## src/core/prhp_pkg.sv

```systemverilog
// Package for the partial reconfiguration host port.
// Assumes a single 50 MHz core clock and a sampled transfer clock.
// Contract
// [RQ1] Host raises request to begin reconfiguration
// [RQ2] Device raises ready when prepared for data
// [RQ3] Device raises complete when region finished
// [RQ4] Device raises fault on error during reconfiguration
// [RQ5] Host sends sixteen bit bitstream words
// [RQ6] Words sampled on transfer clock edges
// [RQ7] Pins act only when pin option selected
// [RQ8] Pin mode uses sixteen bit parallel load
// [RQ9] Internal host repacks data to sixteen bits
// [RQ10] Exactly one host, internal or external
// [RQ11] Host select tied statically by top level
// [RQ12] Words rewrite the region's configuration cells
// [RQ13] Port independent of full configuration scheme
// [RQ14] Host gives four clocks before first word
// [RQ15] Request dropped within eight clocks after complete
// [RQ16] Host pauses data and clock together
// [RQ17] Clock runs twenty cycles after complete/fault
// [RQ18] Request held; words only while ready
package prhp_pkg;
  // ==========================================================
  // Sizes and timing
  // ==========================================================
  localparam int unsigned WORD_W = 16;
  localparam int unsigned FIFO_DEPTH = 16;
  localparam int unsigned LEAD_CLOCKS = 4;
  localparam int unsigned REQ_DROP_CLOCKS = 8;
  localparam int unsigned ADDR_W = 12;
  localparam logic [ADDR_W-1:0] ADDR_ZERO = 12'h000;
  localparam logic [ADDR_W-1:0] ADDR_ONE = 12'h001;
  localparam logic [3:0] CNT_ZERO = 4'h0;
  localparam logic [3:0] CNT_ONE = 4'h1;
  // Host location codes
  localparam logic HOST_CORE = 1'b0;
  localparam logic HOST_PINS = 1'b1;

  // ==========================================================
  // Types
  // ==========================================================
  // Host side signal group
  typedef struct packed {
    logic request;
    logic clock;
    logic [WORD_W-1:0] word;
  } prhp_host_t;

  // Status returned to the host
  typedef struct packed {
    logic ready;
    logic complete;
    logic fault;
  } prhp_status_t;

  // Controller states
  typedef enum logic [5:0] {
    ST_IDLE = 6'h01,
    ST_INIT = 6'h02,
    ST_LEAD = 6'h04,
    ST_LOAD = 6'h08,
    ST_DONE = 6'h10,
    ST_FAIL = 6'h20
  } prhp_state_t;
endpackage

```

## src/core/prhp_fifo.sv

```systemverilog
// Word FIFO between the transfer-clock sampler and the cell writer.
// Assumes one clock; both sides valid/ready handshakes.
`timescale 1ns/1ns
`default_nettype none
module prhp_fifo #(
  parameter int unsigned WIDTH = 16,
  parameter int unsigned DEPTH = 16
) (
  // Clock and reset
  input wire logic core_clk,
  input wire logic rst_n,
  input wire logic flush,
  // Fill side
  input wire logic in_valid,
  output logic in_ready,
  input wire logic [WIDTH-1:0] in_data,
  // Drain side
  output logic out_valid,
  input wire logic out_ready,
  output logic [WIDTH-1:0] out_data
);
  localparam int unsigned AW = $clog2(DEPTH);

  // ==========================================================
  // Storage and pointers
  // ==========================================================
  typedef struct packed {
    logic [AW-1:0] wr;
    logic [AW-1:0] rd;
    logic [AW:0] cnt;
  } prhp_fifo_st_t;
  prhp_fifo_st_t st, next_st;
  logic [WIDTH-1:0] mem [DEPTH]; // Word array
  logic push, pop;

  assign in_ready = (st.cnt != (AW+1)'(DEPTH));
  assign out_valid = (st.cnt != '0);
  assign out_data = mem[st.rd];
  assign push = in_valid && in_ready;
  assign pop = out_valid && out_ready;

  // Next pointer values
  always_comb begin
    next_st = st;
    if (flush) begin
      next_st = '0;
    end else begin
      if (push) next_st.wr = st.wr + AW'(1);
      if (pop) next_st.rd = st.rd + AW'(1);
      next_st.cnt = st.cnt + (AW+1)'(push) - (AW+1)'(pop);
    end
  end

  // Register state
  always_ff @(posedge core_clk) begin
    if (!rst_n) st <= '0;
    else st <= next_st;
  end

  // Write data array
  always_ff @(posedge core_clk) begin
    if (push && !flush) mem[st.wr] <= in_data;
  end
endmodule
`default_nettype wire

```

## src/core/prhp_sampler.sv

```systemverilog
// Samples the host's pins: two-stage synchronisers and edge find.
// Assumes transfer clock far slower than core_clk (160 ns vs 20 ns).
`timescale 1ns/1ns
`default_nettype none
module prhp_sampler
  import prhp_pkg::*;
(
  // Clock and reset
  input wire logic core_clk,
  input wire logic rst_n,
  // Raw host pins
  input wire prhp_host_t pins,
  // Synchronised view
  output prhp_host_t synced,
  output logic clk_rise
);
  // ==========================================================
  // Synchroniser state
  // ==========================================================
  typedef struct packed {
    prhp_host_t s1;
    prhp_host_t s2;
    logic clk_last;
  } prhp_smp_st_t;
  prhp_smp_st_t st, next_st;

  // Second stage only feeds logic
  assign synced = st.s2;
  assign clk_rise = st.s2.clock && !st.clk_last; // see [RQ6]

  // Shift the stages
  always_comb begin
    next_st = st;
    next_st.s1 = pins;
    next_st.s2 = st.s1;
    next_st.clk_last = st.s2.clock;
  end

  // Register stages
  always_ff @(posedge core_clk) begin
    if (!rst_n) st <= '0;
    else st <= next_st;
  end
endmodule
`default_nettype wire

```

## src/core/prhp_port.sv

```systemverilog
// Partial reconfiguration host port: handshake, word intake, cell writes.
// Assumes the host supplies the transfer clock; host location strap static.
`timescale 1ns/1ns
`default_nettype none
module prhp_port
  import prhp_pkg::*;
#(
  parameter int unsigned REGION_WORDS = 64,
  parameter int unsigned FIFO_W = WORD_W,
  parameter int unsigned FIFO_D = FIFO_DEPTH
) (
  // Clock and reset
  input wire logic core_clk,
  input wire logic rst_n,
  // Host location strap
  input wire logic host_source_select,
  // Pin-side host
  input wire prhp_host_t pin_host,
  // Core-side host
  input wire prhp_host_t core_host,
  // Status to the host
  output prhp_status_t pin_status,
  output prhp_status_t core_status,
  // Configuration cell write port
  output logic cell_we,
  output logic [ADDR_W-1:0] cell_addr,
  output logic [WORD_W-1:0] cell_data,
  input wire logic cell_fault
);
  // ==========================================================
  // Controller state
  // ==========================================================
  typedef struct packed {
    prhp_state_t fsm;
    logic mode_pins;          // Captured host location
    logic [3:0] lead;         // Lead clocks counted
    logic [3:0] hold;         // Clocks since complete
    logic [ADDR_W-1:0] addr;  // Next cell address
    prhp_status_t stat;       // Status flags
    prhp_status_t pin_o;      // Pin status output
    prhp_status_t core_o;     // Core status output
    logic we;
    logic [ADDR_W-1:0] waddr;
    logic [WORD_W-1:0] wdata;
  } prhp_port_st_t;
  prhp_port_st_t st, next_st;

  // ==========================================================
  // Host selection and sampling
  // ==========================================================
  prhp_host_t pin_sync, core_sync, host;
  logic pin_rise, core_rise, rise;
  logic fifo_in_ready, fifo_out_valid, fifo_out_ready, fifo_flush;
  logic [WORD_W-1:0] fifo_out_data;
  logic word_in;

  // Pins are sampled from outside the clock domain
  prhp_sampler u_pin_smp (
    .core_clk(core_clk),
    .rst_n(rst_n),
    .pins(pin_host),
    .synced(pin_sync),
    .clk_rise(pin_rise)
  );

  // Core host is same domain; find its clock edge directly
  logic core_clk_last;
  always_ff @(posedge core_clk) begin
    if (!rst_n) core_clk_last <= 1'b0;
    else core_clk_last <= core_host.clock;
  end
  assign core_sync = core_host;
  assign core_rise = core_host.clock && !core_clk_last;

  // One host only, chosen by the strap; see [RQ7] [RQ11]
  assign host = st.mode_pins ? pin_sync : core_sync;
  assign rise = st.mode_pins ? pin_rise : core_rise;

  // A word enters on a transfer clock edge while ready; see [RQ6] [RQ8]
  assign word_in = (st.fsm == ST_LOAD) && rise && host.request;
  assign fifo_flush = (st.fsm == ST_IDLE);
  assign fifo_out_ready = (st.fsm == ST_LOAD) || (st.fsm == ST_DONE);

  // Word buffer between intake and cell writes
  prhp_fifo #(
    .WIDTH(FIFO_W),
    .DEPTH(FIFO_D)
  ) u_fifo (
    .core_clk(core_clk),
    .rst_n(rst_n),
    .flush(fifo_flush),
    .in_valid(word_in),
    .in_ready(fifo_in_ready),
    .in_data(host.word),
    .out_valid(fifo_out_valid),
    .out_ready(fifo_out_ready),
    .out_data(fifo_out_data)
  );

  // ==========================================================
  // Next state
  // ==========================================================
  always_comb begin
    next_st = st;
    next_st.we = 1'b0;
    // Cell writes drain the buffer; see [RQ12]
    if (fifo_out_valid && fifo_out_ready) begin
      next_st.we = 1'b1;
      next_st.waddr = st.addr;
      next_st.wdata = fifo_out_data;
      next_st.addr = st.addr + ADDR_ONE;
    end
    unique case (st.fsm)
      // Wait for a request
      ST_IDLE: begin
        next_st.stat = '0;
        next_st.addr = ADDR_ZERO;
        next_st.mode_pins = host_source_select; // see [RQ11]
        if (host.request) begin
          next_st.fsm = ST_INIT; // see [RQ1]
        end
      end
      // Prepare, then raise ready
      ST_INIT: begin
        next_st.lead = CNT_ZERO;
        // Restart from complete must write from the region base again
        next_st.addr = ADDR_ZERO; // see [RQ12] [RQ15]
        next_st.stat.ready = 1'b1; // see [RQ2]
        next_st.fsm = ST_LEAD;
      end
      // Skip the host's lead-in clocks
      ST_LEAD: begin
        if (!host.request) begin
          next_st.fsm = ST_IDLE;
        end else if (rise) begin
          next_st.lead = st.lead + CNT_ONE;
          if (st.lead == 4'(LEAD_CLOCKS - 1)) next_st.fsm = ST_LOAD; // see [RQ14]
        end
      end
      // Accept words until the region is full
      ST_LOAD: begin
        if (cell_fault || (word_in && !fifo_in_ready) || !host.request) begin
          next_st.stat.ready = 1'b0;
          next_st.stat.fault = 1'b1; // see [RQ4] [RQ18]
          next_st.fsm = ST_FAIL;
        end else if (next_st.we && st.addr == ADDR_W'(REGION_WORDS - 1)) begin
          next_st.stat.ready = 1'b0;
          next_st.stat.complete = 1'b1; // see [RQ3]
          next_st.hold = CNT_ZERO;
          next_st.fsm = ST_DONE;
        end
      end
      // Wait for request to drop; restart if it stays
      ST_DONE: begin
        if (!host.request) begin
          next_st.fsm = ST_IDLE;
        end else if (rise) begin
          next_st.hold = st.hold + CNT_ONE;
          if (st.hold == 4'(REQ_DROP_CLOCKS - 1)) begin
            next_st.stat = '0;
            next_st.fsm = ST_INIT; // see [RQ15]
          end
        end
      end
      // Hold fault until request drops
      ST_FAIL: begin
        if (!host.request) next_st.fsm = ST_IDLE;
      end
      default: begin
        next_st.fsm = ST_IDLE;
      end
    endcase
    // Route status to the active host only; see [RQ7] [RQ10]
    next_st.pin_o = next_st.mode_pins ? next_st.stat : '0;
    next_st.core_o = next_st.mode_pins ? '0 : next_st.stat;
  end

  // ==========================================================
  // Registers
  // ==========================================================
  always_ff @(posedge core_clk) begin
    if (!rst_n) begin
      st <= '0;
      st.fsm <= ST_IDLE;
    end else begin
      st <= next_st;
    end
  end

  // Outputs come straight from flip-flops
  assign pin_status = st.pin_o;
  assign core_status = st.core_o;
  assign cell_we = st.we;
  assign cell_addr = st.waddr;
  assign cell_data = st.wdata;
endmodule
`default_nettype wire

```

## config.mk

```make
export PLATFORM = sky130hd
export DESIGN_NAME = prhp_port
export DESIGN_NICKNAME = d
export VERILOG_FILES = /design/src/core/prhp_pkg.sv /design/src/core/prhp_fifo.sv /design/src/core/prhp_sampler.sv /design/src/core/prhp_port.sv
export SDC_FILE = /design/constraint.sdc
export NUM_CORES = 1
export LEC_CHECK = 0
export BUFFER_PORTS_ARGS = -buffer_cell sky130_fd_sc_hd__buf_2
export CAP_MARGIN = 20
export CORE_MARGIN = 3
export CORE_UTILIZATION = 40
export CTS_BUF_LIST = sky130_fd_sc_hd__clkbuf_16
export CTS_CLUSTER_SIZE = 8
export DETAILED_ROUTE_END_ITERATION = 12
export GPL_ROUTABILITY_DRIVEN = 0
export PLACE_DENSITY = 0.63
export SLEW_MARGIN = 5
export SYNTH_ARGS = -nofsm -noshare
export SYNTH_HDL_FRONTEND = slang
export SYNTH_SLANG_ARGS = --single-unit
```

## constraint.sdc

```tcl
create_clock -name core_clk -period 3.5 [get_ports core_clk]
set_input_delay 0.35 -clock core_clk [delete_from_list [all_inputs] [get_ports core_clk]]
set_output_delay 0.35 -clock core_clk [all_outputs]
set_load 0.1 [all_outputs]
```

After elaboration in Yosys (flattened, before gate mapping)

Memories as Yosys holds them, arrays and structs flattened. A register that Yosys moved wholly into a read port is not among the register bits.
Index checks and enable logic that the tools add are counted.

Register bits after elaboration: 116
Bits in latches: 0
RAM bits: 256
Bits in read-only memories: 0
Input port bits: 40
Logic and storage cells: 123
Memories: 1

$add $sub $neg: 7
Multipliers: 0
Div/mod/pow operators: 0
Order comparisons: 0
Equal/unequal tests: 23
Shift-type cells: 0
Muxes and demuxes: 36
Bitwise gates (word level): 1
Reduce and logical (&&, ||, !) cells: 27

Memories:

| name       | words | width | read ports | clocked after Yosys merged registers in | wr ports | line            | text |
|---|---|---|---|---|---|---|---|
| u_fifo.mem | 16    | 16    | 1          | 1                                       | 1        | prhp_fifo.sv:33 | `logic [WIDTH-1:0] mem [DEPTH];` |

Operators with widths:

| operator                | number |
|---|---|
| $mux W6                 | 10 |
| $pmux W6 S6             | 1 |
| $mux W4                 | 8 |
| $mux W29                | 1 |
| $mux W18                | 1 |
| $add A4 B1 Y4 const B   | 4 |
| $pmux W4 S2             | 2 |
| $ne A2 B2 Y1 const B    | 7 |
| $add A12 B1 Y12 const B | 1 |
| $eq A12 B6 Y1 const B   | 1 |
| $logic_and A1 B1 Y1     | 9 |
| $mux W3                 | 3 |
| $ne A3 B3 Y1 const B    | 3 |
| $mux W1                 | 7 |
| $reduce_and A7 Y1       | 1 |
| $eq A6 B1 Y1 const B    | 1 |
| $eq A6 B2 Y1 const B    | 1 |
| $eq A6 B3 Y1 const B    | 1 |
| $eq A6 B4 Y1 const B    | 1 |
| $eq A6 B5 Y1 const B    | 1 |
| $eq A6 B6 Y1 const B    | 1 |
| $pmux W2 S3             | 1 |
| $add A5 B1 Y5           | 1 |
| $logic_not A1 Y1        | 5 |
| other kinds (18)        | 22 |

Longest topological paths before layout

Gate-level depths: netlist (run 1).

Depth after elaboration: 10
Mapped depth: 17

Cells and area by module

A second synthesis (run 1) with hierarchy kept.

Cell total of the unflattened synthesis: 983
Area, all modules: 15025.7 µm²

By module, submodules not included:

| module       | times used | cells an instance | area each (µm²) |
|---|---|---|---|
| prhp_fifo    | 1          | 506               | 10528.8 |
| prhp_port    | 1          | 381               | 3321.9 |
| prhp_sampler | 1          | 96                | 1174.9 |

Worst setup path before layout (run 1)

No wires, ideal clock.

Path type: register to register
From: register st[64] (netlist bit)
To: memory u_fifo.mem[0][0], enable pin
Arrival: 2854 ps
Setup slack: 237 ps
Stages on the path, launching flop included: 7
Period minus slack after synthesis: 3263 ps
Cell sequence: dfxtp_1 > or4_1 > a211oi_1 > and2_1 > clkbuf_1 > nand2_1 > nor3_1

Word-level cells in the longest chain between the ends: 7
Elaborated cells on any way between the ends: 9

RTL lines:

| item                             | line             | text |
|---|---|---|
| start, declared                  | prhp_port.sv:46  | `prhp_port_st_t st, next_st;` |
| start signal, assigned           | prhp_port.sv:186 | `st <= next_st;` |
| $eq A6 B4 Y1                     | prhp_port.sv:80  | `assign word_in = (st.fsm == ST_LOAD) && rise && host.request;` |
| $logic_and A1 B1 Y1 (2 in a row) | prhp_port.sv:80  |  |
| $logic_and A1 B1 Y1              | prhp_fifo.sv:39  | `assign push = in_valid && in_ready;` |
| $logic_and A1 B1 Y1 *            | prhp_fifo.sv:62  | `if (push && !flush) mem[st.wr] <= in_data;` |
| $mux W1 *                        | prhp_fifo.sv:62  |  |
| $mux W1 (not written as such) *  | prhp_fifo.sv:62  |  |
| end, declared                    | prhp_fifo.sv:33  |  |

Mark *: on every way between the ends. The rest lies on a longest branch, timed or not.

Worst setup path in the final report (run 1)

From: register st[64] (netlist bit)
To: register u_fifo.st[4] (netlist bit)

Word-level cells in the longest chain between the ends: 6
Elaborated cells on any way between the ends: 11

RTL lines:

| item                             | line                             | text |
|---|---|---|
| $eq A6 B4 Y1                     | prhp_port.sv:80, prhp_port.sv:82 |  |
| $logic_and A1 B1 Y1 (2 in a row) | prhp_port.sv:80                  |  |
| $logic_and A1 B1 Y1              | prhp_fifo.sv:39                  |  |
| $add A5 B1 Y5                    | prhp_fifo.sv:50                  | `next_st.cnt = st.cnt + (AW+1)'(push) - (AW+1)'(pop);` |
| $sub A5 B1 Y5                    | prhp_fifo.sv:50                  |  |
| end signal, assigned             | prhp_fifo.sv:57                  | `else st <= next_st;` |
| end, declared                    | prhp_fifo.sv:32                  | `prhp_fifo_st_t st, next_st;` |

Several ways; a longest one is shown, not always the timed one.
A chain may end at the register's enable or synchronous reset.

==> impl_results.md, run 1 <==
- Async S/R FF share, synth: 0
- CP Launch Type: flip-flop
- Power density over cell area: 595 mW/mm²
- CP endpoint kind: flip-flop
- Synth top cells by count: edfxtp_1, dfxtp_1, nand2_1
- Layout cells sized above 1: 0.262
- Count of pins over their slew limit: 0
- Number of port buffers: 74
- Worst-Skew Late Latency: 0.56 ns
- Cts bufs inserted: 53
- Largest net degree at the start of global routing: 51
- Synth Warn #: 0
- CP required: 3.95 ns
- Most common cell in the netlist: edfxtp_1
- Slowest stage delay, CP: 0.60 ns
- Slowest library cell on the worst path: or4_1
- Largest family of logic cells by synthesized area: multiplexers
- Worst vdd ir: 334 µV
- ANT nets after route: 0
- Global-route wire length before repair: 47.2 mm
- HP Class: in2reg
- GRT Total Usage: 0.159
- DR vias: 7,963
- Distinct cell type count after synthesis: 51
- Area Growth Syn to Fin: 17.5%
- Die height: 197 µm
- Final Critical Period: 3.02 ns
- Die area: 0.0390 mm²
- Final Routed Wirelength: 30.4 mm
- Pre-Repair DR Iteration Count: 5
- Final core utilization: 0.481
- Outcome: finished, final reports clean
- Simple-Gate Fraction of Synth Area: 0.0828
- Remaining DRCs: 0
- GR Overflow Total: 0
- Static leakage power: 5.98 nW
- Syn Inst Count: 928
- Final Hold Viols: 0
- Maxcap violations: 0
- Synth Area in Adders: 0.0133
- Mapped cell area: 0.0147 mm²
- Crit path kind: reg2reg
- Total Nets Final: 1,092
- Num ports: 75
- H-tree levels: 2
- R2R depth: 11
- Clk sink count: 376
- CTS max path bufs: 3
- Post-CTS setup repair buffer count: 0
- XOR/XNOR Fraction of Synth Area: 0.0143
- Fin crit share: 0.863
- CTS clock-pin slew for the worst setup and hold paths: 0.05 ns
- CP Data Arrival Time: 3.47 ns
- Top area cells in the synthesized netlist: edfxtp_1, dfxtp_1, mux4_2, nand2_1, buf_4
- CTS Hold Bufs: 18
- Die width: 197 µm
- Yosys top cell area share: 0.525
- CP Max Fanout: 6
- N_diodes: 0
- Max Clk Rate: 331 MHz
- Mapped Nets: 983
- Dominant cell type by area after synthesis: edfxtp_1
- # rows: 69
- Sequential Area: 0.0101 mm²
- Initial core utilization: 0.409
- Register area share after synthesis: 0.689
- WL per Instance: 19.8 µm
- Mean Syn Cell Area: 15.8 µm²
- Worst Clk Skew: 0.0204 ns
- Drt initial violations: 601
- Vias per inst: 5.18
- Final setup viols: 0
- CP cell instances: or4_1 > a211oi_1 > and2_1 > ha_1 > inv_1 > fa_1 > inv_1 > a21oi_1 > nor2_1 > or3_1 > a21oi_1
- Post-synthesis register bit count: 376
- RSZ-0062 raised after global routing: false
- Setup TNS: 0 ns
- Worst Hold Path Cells: 2
- Number of global-route vias before repair: 8,028
- Post-synth EDFFs: 256
- Compound-Gate Fraction of Synth Area: 0.0280
- Hold Slack: 0.0393 ns
- Mux cell area share after synthesis: 0.139
- Number of antenna violations at the first check in global routing: 0
- Relative slew slack: 0.274
- Detailed placement HPWL: 19.1 mm
- CTS tree: yes
- Slew @ Worst Pin: 1.09 ns
- Cts repair resizes: 0
- Most used DFF post-synth: edfxtp_1
- Clock root buffer master: clkbuf_16
- Core area: 0.0358 mm²
- Fillers: 3,017
- Multi-input logic area: 0.00408 mm²
final cells by class:
class | instances | area share
Inverter | 17 | 0.00371
Clock buffer | 55 | 0.0799
Clock inverter | 39 | 0.00908
Timing Repair Buffer | 133 | 0.0506
Tap cell | 461 | 0.0335
Multi-Input combinational cell | 456 | 0.237
Sequential cell | 376 | 0.586
report_power, final:
part | internal (W) | switching (W) | leakage [nW]
sequential | 0.00496 | 0.0000342 | 3.29
clock | 0.00278 | 0.00177 | 0.884
combinational | 0.000213 | 0.000494 | 1.81
total | 0.00795 | 0.00230 | 5.98
critical path: cells and delay by family (launching register included):
family          cells  cell delay (ns)
compound gates      3             0.58
fa+ha+maj           2             0.65
buf+inv             2             0.13
flops               1             0.35
simple gates        4             1.20
worst paths after layout:
check / from / to / slack (ns)
min reg2reg: u_pin_smp.next_st[2] / u_pin_smp.synced[1] / 0.42
min: core_host[16] / core_clk_last / 0.04
max: st[64] / u_fifo.st[4] / 0.48
max reg2reg: st[64] / u_fifo.st[4] / 0.48
per-stage QoR:
stage               worst slack [ns]  power, W  area, µm²  std cells
floorplan                      0.237   0.00553      14700        928
global placement               0.586   0.00575      15500       1425
detailed placement             0.515   0.00577      15500       1425
CTS                            0.491    0.0104      17200       1537
global route                   0.229    0.0106      17200       1537
finish                         0.480    0.0102      17200       1537
per-layer routing:
layer	part of all wire	GRT usage	up-vias
met3	0.060	0.0341	59
met4	0.022	0.0525	0
met1	0.46	0.228	3977
met5	0	0	-
li1	-	-	3672
met2	0.46	0.245	255
sequential cells by signal, indices dropped and copies added, names as in the netlist, named ones only:
name,flops
u_fifo.mem,256
st,30
u_pin_smp.next_st,18
u_pin_smp.synced,18
cell_data,16
u_fifo.st,13
cell_addr,12
core_status,3
pin_status,3
cell_we,1
core_clk_last,1
u_pin_smp.st,1
cell families after synthesis:
logic type / count (synthesis)
mux: 101
simple gates: 245
compound gates: 71
buf+inv: 96
xor+xnor: 24
fa+ha+maj: 15
flops: 376
placed cells by master, fill, tap and decap left out, types with 11 or more instances in the layout:
cell / netlist / routed
inv_1: 17 / 54
and2_1: 39 / 39
xnor2_1: 13 / 13
mux4_2: 80 / 80
buf_2: 11 / 74
dfxtp_1: 120 / 118
clkbuf_16: 0 / 55
nor2_1: 57 / 57
nand2_1: 83 / 83
mux2_2: 17 / 17
edfxtp_1: 256 / 256
dlygate4sd3_1: 0 / 18
ha_1: 14 / 14
buf_4: 34 / 40
xor2_1: 11 / 11
a21oi_1: 45 / 45
(Power assumes the default switching activity.)
==> inputs of run 2 (changes only) <==
--- a/config.mk
+++ b/config.mk
@@ -5,11 +5,13 @@
 export SDC_FILE = /design/constraint.sdc
 export NUM_CORES = 1
 export LEC_CHECK = 0
+export ABC_CLOCK_PERIOD_IN_PS = 3500
 export BUFFER_PORTS_ARGS = -buffer_cell sky130_fd_sc_hd__buf_2
 export CAP_MARGIN = 20
 export CORE_MARGIN = 3
 export CORE_UTILIZATION = 40
 export CTS_BUF_LIST = sky130_fd_sc_hd__clkbuf_16
+export CTS_CLUSTER_DIAMETER = 40
 export CTS_CLUSTER_SIZE = 8
 export DETAILED_ROUTE_END_ITERATION = 12
 export GPL_ROUTABILITY_DRIVEN = 0
==> constraint.sdc (replaced) <==
create_clock -name core_clk -period 3.5 [get_ports core_clk]
set_input_delay 0.35 -clock core_clk [delete_from_list [all_inputs] [get_ports core_clk]]
set_output_delay 0.35 -clock core_clk [all_outputs]
set_load 0.05 [all_outputs]
==> run 2 against run 1 <==
  * Via count increased by 0.67%
  * Worst hold slack better by 0.16 ns
  * Setup slack got worse by 0.026 ns
  * Maximum frequency down 0.84%
  * Wire length fell by 0.36%
  * Final cell count is 1.2% higher
  * Sequential power is essentially flat
  * Final area grew 2.0%
==> impl_results.md, run 2 (same netlist as run 1, synthesis figures left out) <==
- Outcome: finished, final reports clean (unchanged)
- CP Data Arrival Time: 3.51 ns (was 3.47 ns)
- Pre-Repair DR Iteration Count: 5 (unchanged)
- Cts repair resizes: 0 (unchanged)
- CTS Hold Bufs: 19 (was 18)
- Post-CTS setup repair buffer count: 0 (unchanged)
- Hold_sp: host_source_select (was core_host[16])
- Slew @ Worst Pin: 1.13 ns (was 1.09 ns)
- Worst vdd ir: 368 µV (was 334 µV)
- Final Critical Period: 3.05 ns (was 3.02 ns)
- Worst-Skew Late Latency: 0.59 ns (was 0.56 ns)
- CTS clock-pin slew for the worst setup and hold paths: 0.05 ns (about the same)
- Largest net degree at the start of global routing: 51 (unchanged)
- Count of pins over their slew limit: 0 (unchanged)
- Initial core utilization: 0.409 (unchanged)
- Routing usage on met3: 0.0382 (was 0.0341)
- Detailed placement HPWL: 19.1 mm (unchanged)
- Fin crit share: 0.870 (was 0.863)
- Remaining DRCs: 0 (unchanged)
- Relative slew slack: 0.247 (was 0.274)
- CP required: 3.96 ns (was 3.95 ns)
- Vias per inst: 5.15 (was 5.18)
- Multi-input logic area: 0.00408 mm² (unchanged)
- Power density over cell area: 625 mW/mm² (was 595 mW/mm²)
- Slowest stage delay, CP: 0.61 ns (was 0.60 ns)
- Sw Pwr: 0.00246 W (was 0.00230 W)
- Layout cells sized above 1: 0.275 (was 0.262)
- Final core utilization: 0.490 (was 0.481)
- Sequential Area: 0.0101 mm² (unchanged)
- Biggest regs: u_fifo.mem x256, st x30 (unchanged)
- Area Growth Syn to Fin: 19.8% (was 17.5%)
- Die width: 197 µm (unchanged)
- CP Max Fanout: 6 (unchanged)
- Proportion of power drawn by combinational gates: 0.064 (was 0.069)
- Setup TNS: 0 ns (unchanged)
- Die area: 0.0390 mm² (unchanged)
- # rows: 69 (unchanged)
- Clock root buffer master: clkbuf_16 (unchanged)
- Worst r2r src: st[64] (unchanged)
- Number of port buffers: 74 (unchanged)
- Sequential power share: 0.455 (was 0.487)
- Number of antenna violations at the first check in global routing: 0 (unchanged)
- Internal power: 0.00851 W (was 0.00795 W)
- HP Class: in2reg (unchanged)
- Met2 usage: 0.245 (about the same)
- Number of global-route vias before repair: 8,129 (was 8,028)
- Final Routed Wirelength: 30.3 mm (was 30.4 mm)
- Total Nets Final: 1,100 (was 1,092)
- Drt initial violations: 454 (was 601)
- CTS max path bufs: 3 (unchanged)
- GR Overflow Total: 0 (unchanged)
- Num ports: 75 (unchanged)
- CP endpoint kind: flip-flop (unchanged)
- Global-route wire length before repair: 47.4 mm (was 47.2 mm)
- Most crowded layer after global routing: met2 (unchanged)
- Most frequent cells in the layout: edfxtp_1, dfxtp_1, nand2_1, mux4_2, buf_2 (unchanged)
- CTS tree: yes (unchanged)
- Bufs and invs on worst path: 2 (unchanged)
- Most flops, register: u_fifo.mem (unchanged)
- Slowest library cell on the worst path: or4_1 (unchanged)
- Hold endpoint: core_status[0] (was core_clk_last)
- Max reg flops: 256 (unchanged)
- Switching share of power: 0.224 (about the same)
- R2R depth: 11 (unchanged)
- RSZ-0062 raised after global routing: false (unchanged)
- CP Launch Type: flip-flop (unchanged)
- Max Clk Rate: 328 MHz (was 331 MHz)
- Die height: 197 µm (unchanged)
- WL per Instance: 19.5 µm (was 19.8 µm)
- Crit path kind: reg2reg (unchanged)
- Fillers: 2,985 (was 3,017)
- Crit path depth: 11 (unchanged)
- Core area: 0.0358 mm² (unchanged)
- Final Hold Viols: 0 (unchanged)
- Worst Clk Skew: 0.0237 ns (was 0.0204 ns)
- Crit path max-delay family: simple AND/OR/NAND/NOR gates (unchanged)
- Clock power share: 0.481 (was 0.444)
- Final setup viols: 0 (unchanged)
- Worst Hold Path Cells: 4 (was 2)
- GRT Total Usage: 0.159 (about the same)
- Clk sink count: 376 (unchanged)
- R2R setup slack: 0.45 ns (was 0.48 ns)
- DR vias: 8,016 (was 7,963)
- H-tree levels: 2 (unchanged)
- Global Route met1 Usage: 0.226 (was 0.228)
- Static leakage power: 6.12 nW (was 5.98 nW)
- Maxcap violations: 0 (unchanged)
- Cts bufs inserted: 60 (was 53)
- Most common cell after layout, fill and taps aside: edfxtp_1 (unchanged)
- ANT nets after route: 0 (unchanged)
- R2R Path End: u_fifo.st[4] (unchanged)
- CP cell instances: or4_1 > a211oi_1 > and2_1 > ha_1 > inv_1 > fa_1 > inv_1 > a21oi_1 > nor2_1 > or3_1 > a21oi_1 (unchanged)
run 2: final cells by class:
cell class,count,share of cell area
Clock buffer,61,0.0869
Sequential cell,376,0.575
Clock inverter,50,0.0189
Tap cell,461,0.0328
Timing Repair Buffer,134,0.0502
Inverter,17,0.00363
Multi-Input combinational cell,456,0.233
Antenna cell,1,0.000143
run 2: power by group through the flow:
stage	logic (W)	clock network [W]	registers, W
2_1_floorplan	0.000452	0	0.00507
3_3_place_gp	0.000673	0	0.00507
3_5_place_dp	0.000687	0	0.00508
4_1_cts	0.000709	0.00541	0.00499
5_1_grt	0.000781	0.00561	0.00499
6_report	0.000700	0.00528	0.00500
run 2: how the worst max path moves through the flow:
stage            from               end  slack (ns)
2_1_floorplan  st[64]  u_fifo.mem[0][0]        0.24
3_3_place_gp   st[64]      u_fifo.st[4]        0.59
3_5_place_dp   st[64]      u_fifo.st[4]        0.52
4_1_cts        st[64]      u_fifo.st[4]        0.49
5_1_grt        st[64]      u_fifo.st[4]        0.22
6_report       st[64]      u_fifo.st[4]        0.45
run 2: worst register-to-register path, cell delays in order, from the launching register on:
cell      delay, ns
dfxtp_1        0.35
or4_1          0.61
a211oi_1       0.48
and2_1         0.37
ha_1           0.23
inv_1          0.06
fa_1           0.42
inv_1          0.07
a21oi_1        0.05
nor2_1         0.11
or3_1          0.12
a21oi_1        0.05
run 2: per-layer routing:
layer / share of wire / routed length, µm
met5: 0 / 0
met4: 0.020 / 598
met3: 0.065 / 1980
met2: 0.46 / 14000
met1: 0.45 / 13800
run 2: metrics by stage:
| step | instances | power (W) | setup WS, ns | cell area, µm² | hold WS (ns) |
|---|---|---|---|---|---|
| 2_1_floorplan | 928 | 0.00552 | 0.237 | 14700 | 0.412 |
| 3_3_place_gp | 1425 | 0.00575 | 0.586 | 15500 | 0.414 |
| 3_5_place_dp | 1425 | 0.00576 | 0.515 | 15500 | 0.417 |
| 4_1_cts | 1555 | 0.0111 | 0.486 | 17600 | 0.160 |
| 5_1_grt | 1555 | 0.0114 | 0.224 | 17600 | 0.204 |
| 6_report | 1556 | 0.0110 | 0.454 | 17600 | 0.194 |
==> inputs of run 3 (changes only) <==
--- a/config.mk
+++ b/config.mk
@@ -15,7 +15,6 @@
 export CTS_CLUSTER_SIZE = 8
 export DETAILED_ROUTE_END_ITERATION = 12
 export GPL_ROUTABILITY_DRIVEN = 0
-export PLACE_DENSITY = 0.63
 export SLEW_MARGIN = 5
 export SYNTH_ARGS = -nofsm -noshare
 export SYNTH_HDL_FRONTEND = slang
==> run 3 against run 2 <==
  * Final area down 1.1%
  * Die area unchanged
  * Total power down 3.4%
  * Register-to-register slack better by 0.03 ns
  * Utilization down 0.54 points
  * Maximum frequency up 0.88%
  * Sequential power about the same
  * Wire length down 0.23%
  * Global-route usage about the same
  * Sequential share of layout area up 0.64 points
  * Final cell count down 1.1%
  * Flip-flop and latch count unchanged
==> impl_results.md, run 3 (same netlist as run 1, synthesis figures left out) <==
- CP required: 3.94 ns (was 3.96 ns)
- R2R setup slack: 0.48 ns (was 0.45 ns)
- Setup TNS: 0 ns (unchanged)
- Final Hold Viols: 0 (unchanged)
- Multi-input logic area: 0.00410 mm² (was 0.00408 mm²)
- Die area: 0.0390 mm² (unchanged)
- Slew @ Worst Pin: 1.03 ns (was 1.13 ns)
- CTS clock-pin slew for the worst setup and hold paths: 0.05 ns (about the same)
- Sequential Area: 0.0101 mm² (unchanged)
- Die width: 197 µm (unchanged)
- Initial core utilization: 0.409 (unchanged)
- Power density over cell area: 611 mW/mm² (was 625 mW/mm²)
- Sw Pwr: 0.00238 W (was 0.00246 W)
- Area Growth Syn to Fin: 18.5% (was 19.8%)
- CP Data Arrival Time: 3.46 ns (was 3.51 ns)
- Max reg flops: 256 (unchanged)
- WL per Instance: 19.7 µm (was 19.5 µm)
- R2R depth: 11 (unchanged)
- Most frequent cells in the layout: edfxtp_1, dfxtp_1, nand2_1, mux4_2, buf_2 (unchanged)
- Internal power: 0.00822 W (was 0.00851 W)
- Relative slew slack: 0.316 (was 0.247)
- Clock power share: 0.463 (was 0.481)
- Switching share of power: 0.225 (was 0.224)
- CP Max Fanout: 6 (unchanged)
- Worst r2r src: st[64] (unchanged)
- Cts repair resizes: 0 (unchanged)
- Hold_sp: host_source_select (unchanged)
- Number of port buffers: 74 (unchanged)
- Final Critical Period: 3.02 ns (was 3.05 ns)
- Cts bufs inserted: 57 (was 60)
- Worst-Skew Late Latency: 0.58 ns (was 0.59 ns)
- H-tree levels: 2 (unchanged)
- Drt initial violations: 589 (was 454)
- R2R Path End: u_fifo.st[4] (unchanged)
- Proportion of power drawn by combinational gates: 0.066 (was 0.064)
- Remaining DRCs: 0 (unchanged)
- Pre-Repair DR Iteration Count: 5 (unchanged)
- Maxcap violations: 0 (unchanged)
- Worst vdd ir: 427 µV (was 368 µV)
- GRT Total Usage: 0.159 (about the same)
- Global-route wire length before repair: 47.4 mm (about the same)
- CP cell instances: or4_1 > a211oi_1 > and2_1 > ha_1 > inv_1 > fa_1 > inv_1 > a21oi_1 > nor2_1 > or3_1 > a21oi_1 (unchanged)
- Final setup viols: 0 (unchanged)
- ANT nets after route: 0 (unchanged)
- Slowest stage delay, CP: 0.60 ns (was 0.61 ns)
- Num ports: 75 (unchanged)
- Max Clk Rate: 331 MHz (was 328 MHz)
- DR vias: 7,953 (was 8,016)
- Number of antenna violations at the first check in global routing: 0 (unchanged)
- Core area: 0.0358 mm² (unchanged)
- Final core utilization: 0.485 (was 0.490)
- GR Overflow Total: 0 (unchanged)
- Crit path kind: reg2reg (unchanged)
- HP Class: in2reg (unchanged)
- Most flops, register: u_fifo.mem (unchanged)
- RSZ-0062 raised after global routing: false (unchanged)
- Hold endpoint: core_status[0] (unchanged)
- Layout cells sized above 1: 0.270 (was 0.275)
- Clock root buffer master: clkbuf_16 (unchanged)
- # rows: 69 (unchanged)
- CP endpoint kind: flip-flop (unchanged)
- Bufs and invs on worst path: 2 (unchanged)
- Static leakage power: 6.01 nW (was 6.12 nW)
- Largest net degree at the start of global routing: 52 (was 51)
- Total Nets Final: 1,088 (was 1,100)
- N_diodes: 0 (was 1)
- CTS tree: yes (unchanged)
- Biggest regs: u_fifo.mem x256, st x30 (unchanged)
- Clk sink count: 376 (unchanged)
- Slowest library cell on the worst path: or4_1 (unchanged)
- Fin crit share: 0.863 (was 0.870)
- Detailed placement HPWL: 18.6 mm (was 19.1 mm)
- Sequential power share: 0.471 (was 0.455)
- Total power: 0.0106 W (was 0.0110 W)
- Number of global-route vias before repair: 8,098 (was 8,129)
- Count of pins over their slew limit: 0 (unchanged)
- Vias per inst: 5.17 (was 5.15)
- Worst Hold Path Cells: 4 (unchanged)
- CTS max path bufs: 3 (unchanged)
- Final Routed Wirelength: 30.2 mm (was 30.3 mm)
- Fillers: 3,034 (was 2,985)
- Crit path depth: 11 (unchanged)
- Die height: 197 µm (unchanged)
- Outcome: finished, final reports clean (unchanged)
- CP Launch Type: flip-flop (unchanged)
- Worst Clk Skew: 0.0248 ns (was 0.0237 ns)
- Most common cell after layout, fill and taps aside: edfxtp_1 (unchanged)
- Crit path max-delay family: simple AND/OR/NAND/NOR gates (unchanged)
## run 3: cell count changes in the layout (fill, tap and decap cells not counted), sizes merged
cell,delta
clkbuf,-1
buf,-9
bufinv,-3
inv,+1
diode,-1
clkinv,-4
## run 3: how the worst max path moves through the flow
| stage | startpoint | to |
|---|---|---|
| detailed placement | st[64] | u_fifo.st[4] |
| global route | st[64] | u_fifo.st[4] |
| floorplan | st[64] | u_fifo.mem[0][0] |
| finish | st[64] | u_fifo.st[4] |
| global placement | st[64] | u_fifo.st[4] |
| CTS | st[64] | u_fifo.st[4] |
## run 3: power groups by stage
stage,logic [W],registers [W],clock network [W]
2_1_floorplan,0.000452,0.00507,0
3_5_place_dp,0.000688,0.00508,0
6_report,0.000698,0.00500,0.00491
4_1_cts,0.000706,0.00499,0.00505
3_3_place_gp,0.000679,0.00508,0
5_1_grt,0.000778,0.00500,0.00525
## run 3: area by class of cell
type,count,area share
repair buffers,125,0.0476
flip-flops and latches,376,0.581
clock buffers,60,0.0865
inverters,17,0.00367
clock inverters,44,0.0120
multi-input cells,456,0.236
well taps,461,0.0332
## run 3: metrics by stage
stage	cells	setup WS (ns)	hold slack (ns)	cell area, µm²
finish	1539	0.481	0.140	17400
global route	1539	0.192	0.145	17400
CTS	1539	0.467	0.121	17400
detailed placement	1416	0.491	0.417	15500
global placement	1416	0.581	0.414	15500
floorplan	928	0.237	0.412	14700
## run 3: repair_timing
item	4_1_cts	5_1_grt
hold buffers	19	0
buffers inserted	0	0
hold endpoints to repair	19	0
## run 3: per-layer routing
| metal | GRT usage | share of wire |
|---|---|---|
| met4 | 0.0433 | 0.017 |
| met5 | 0 | 0 |
| met3 | 0.0345 | 0.057 |
| met2 | 0.254 | 0.47 |
| met1 | 0.224 | 0.46 |
## run 3: worst register-to-register path: cells and delay by family, from the launching register on
kind	cells	cell delay [ns]
AO/OA/AOI/OAI	3	0.60
adder cells (fa/ha/maj)	2	0.65
buffers and inverters	2	0.13
flip-flops	1	0.34
AND/OR/NAND/NOR	4	1.20
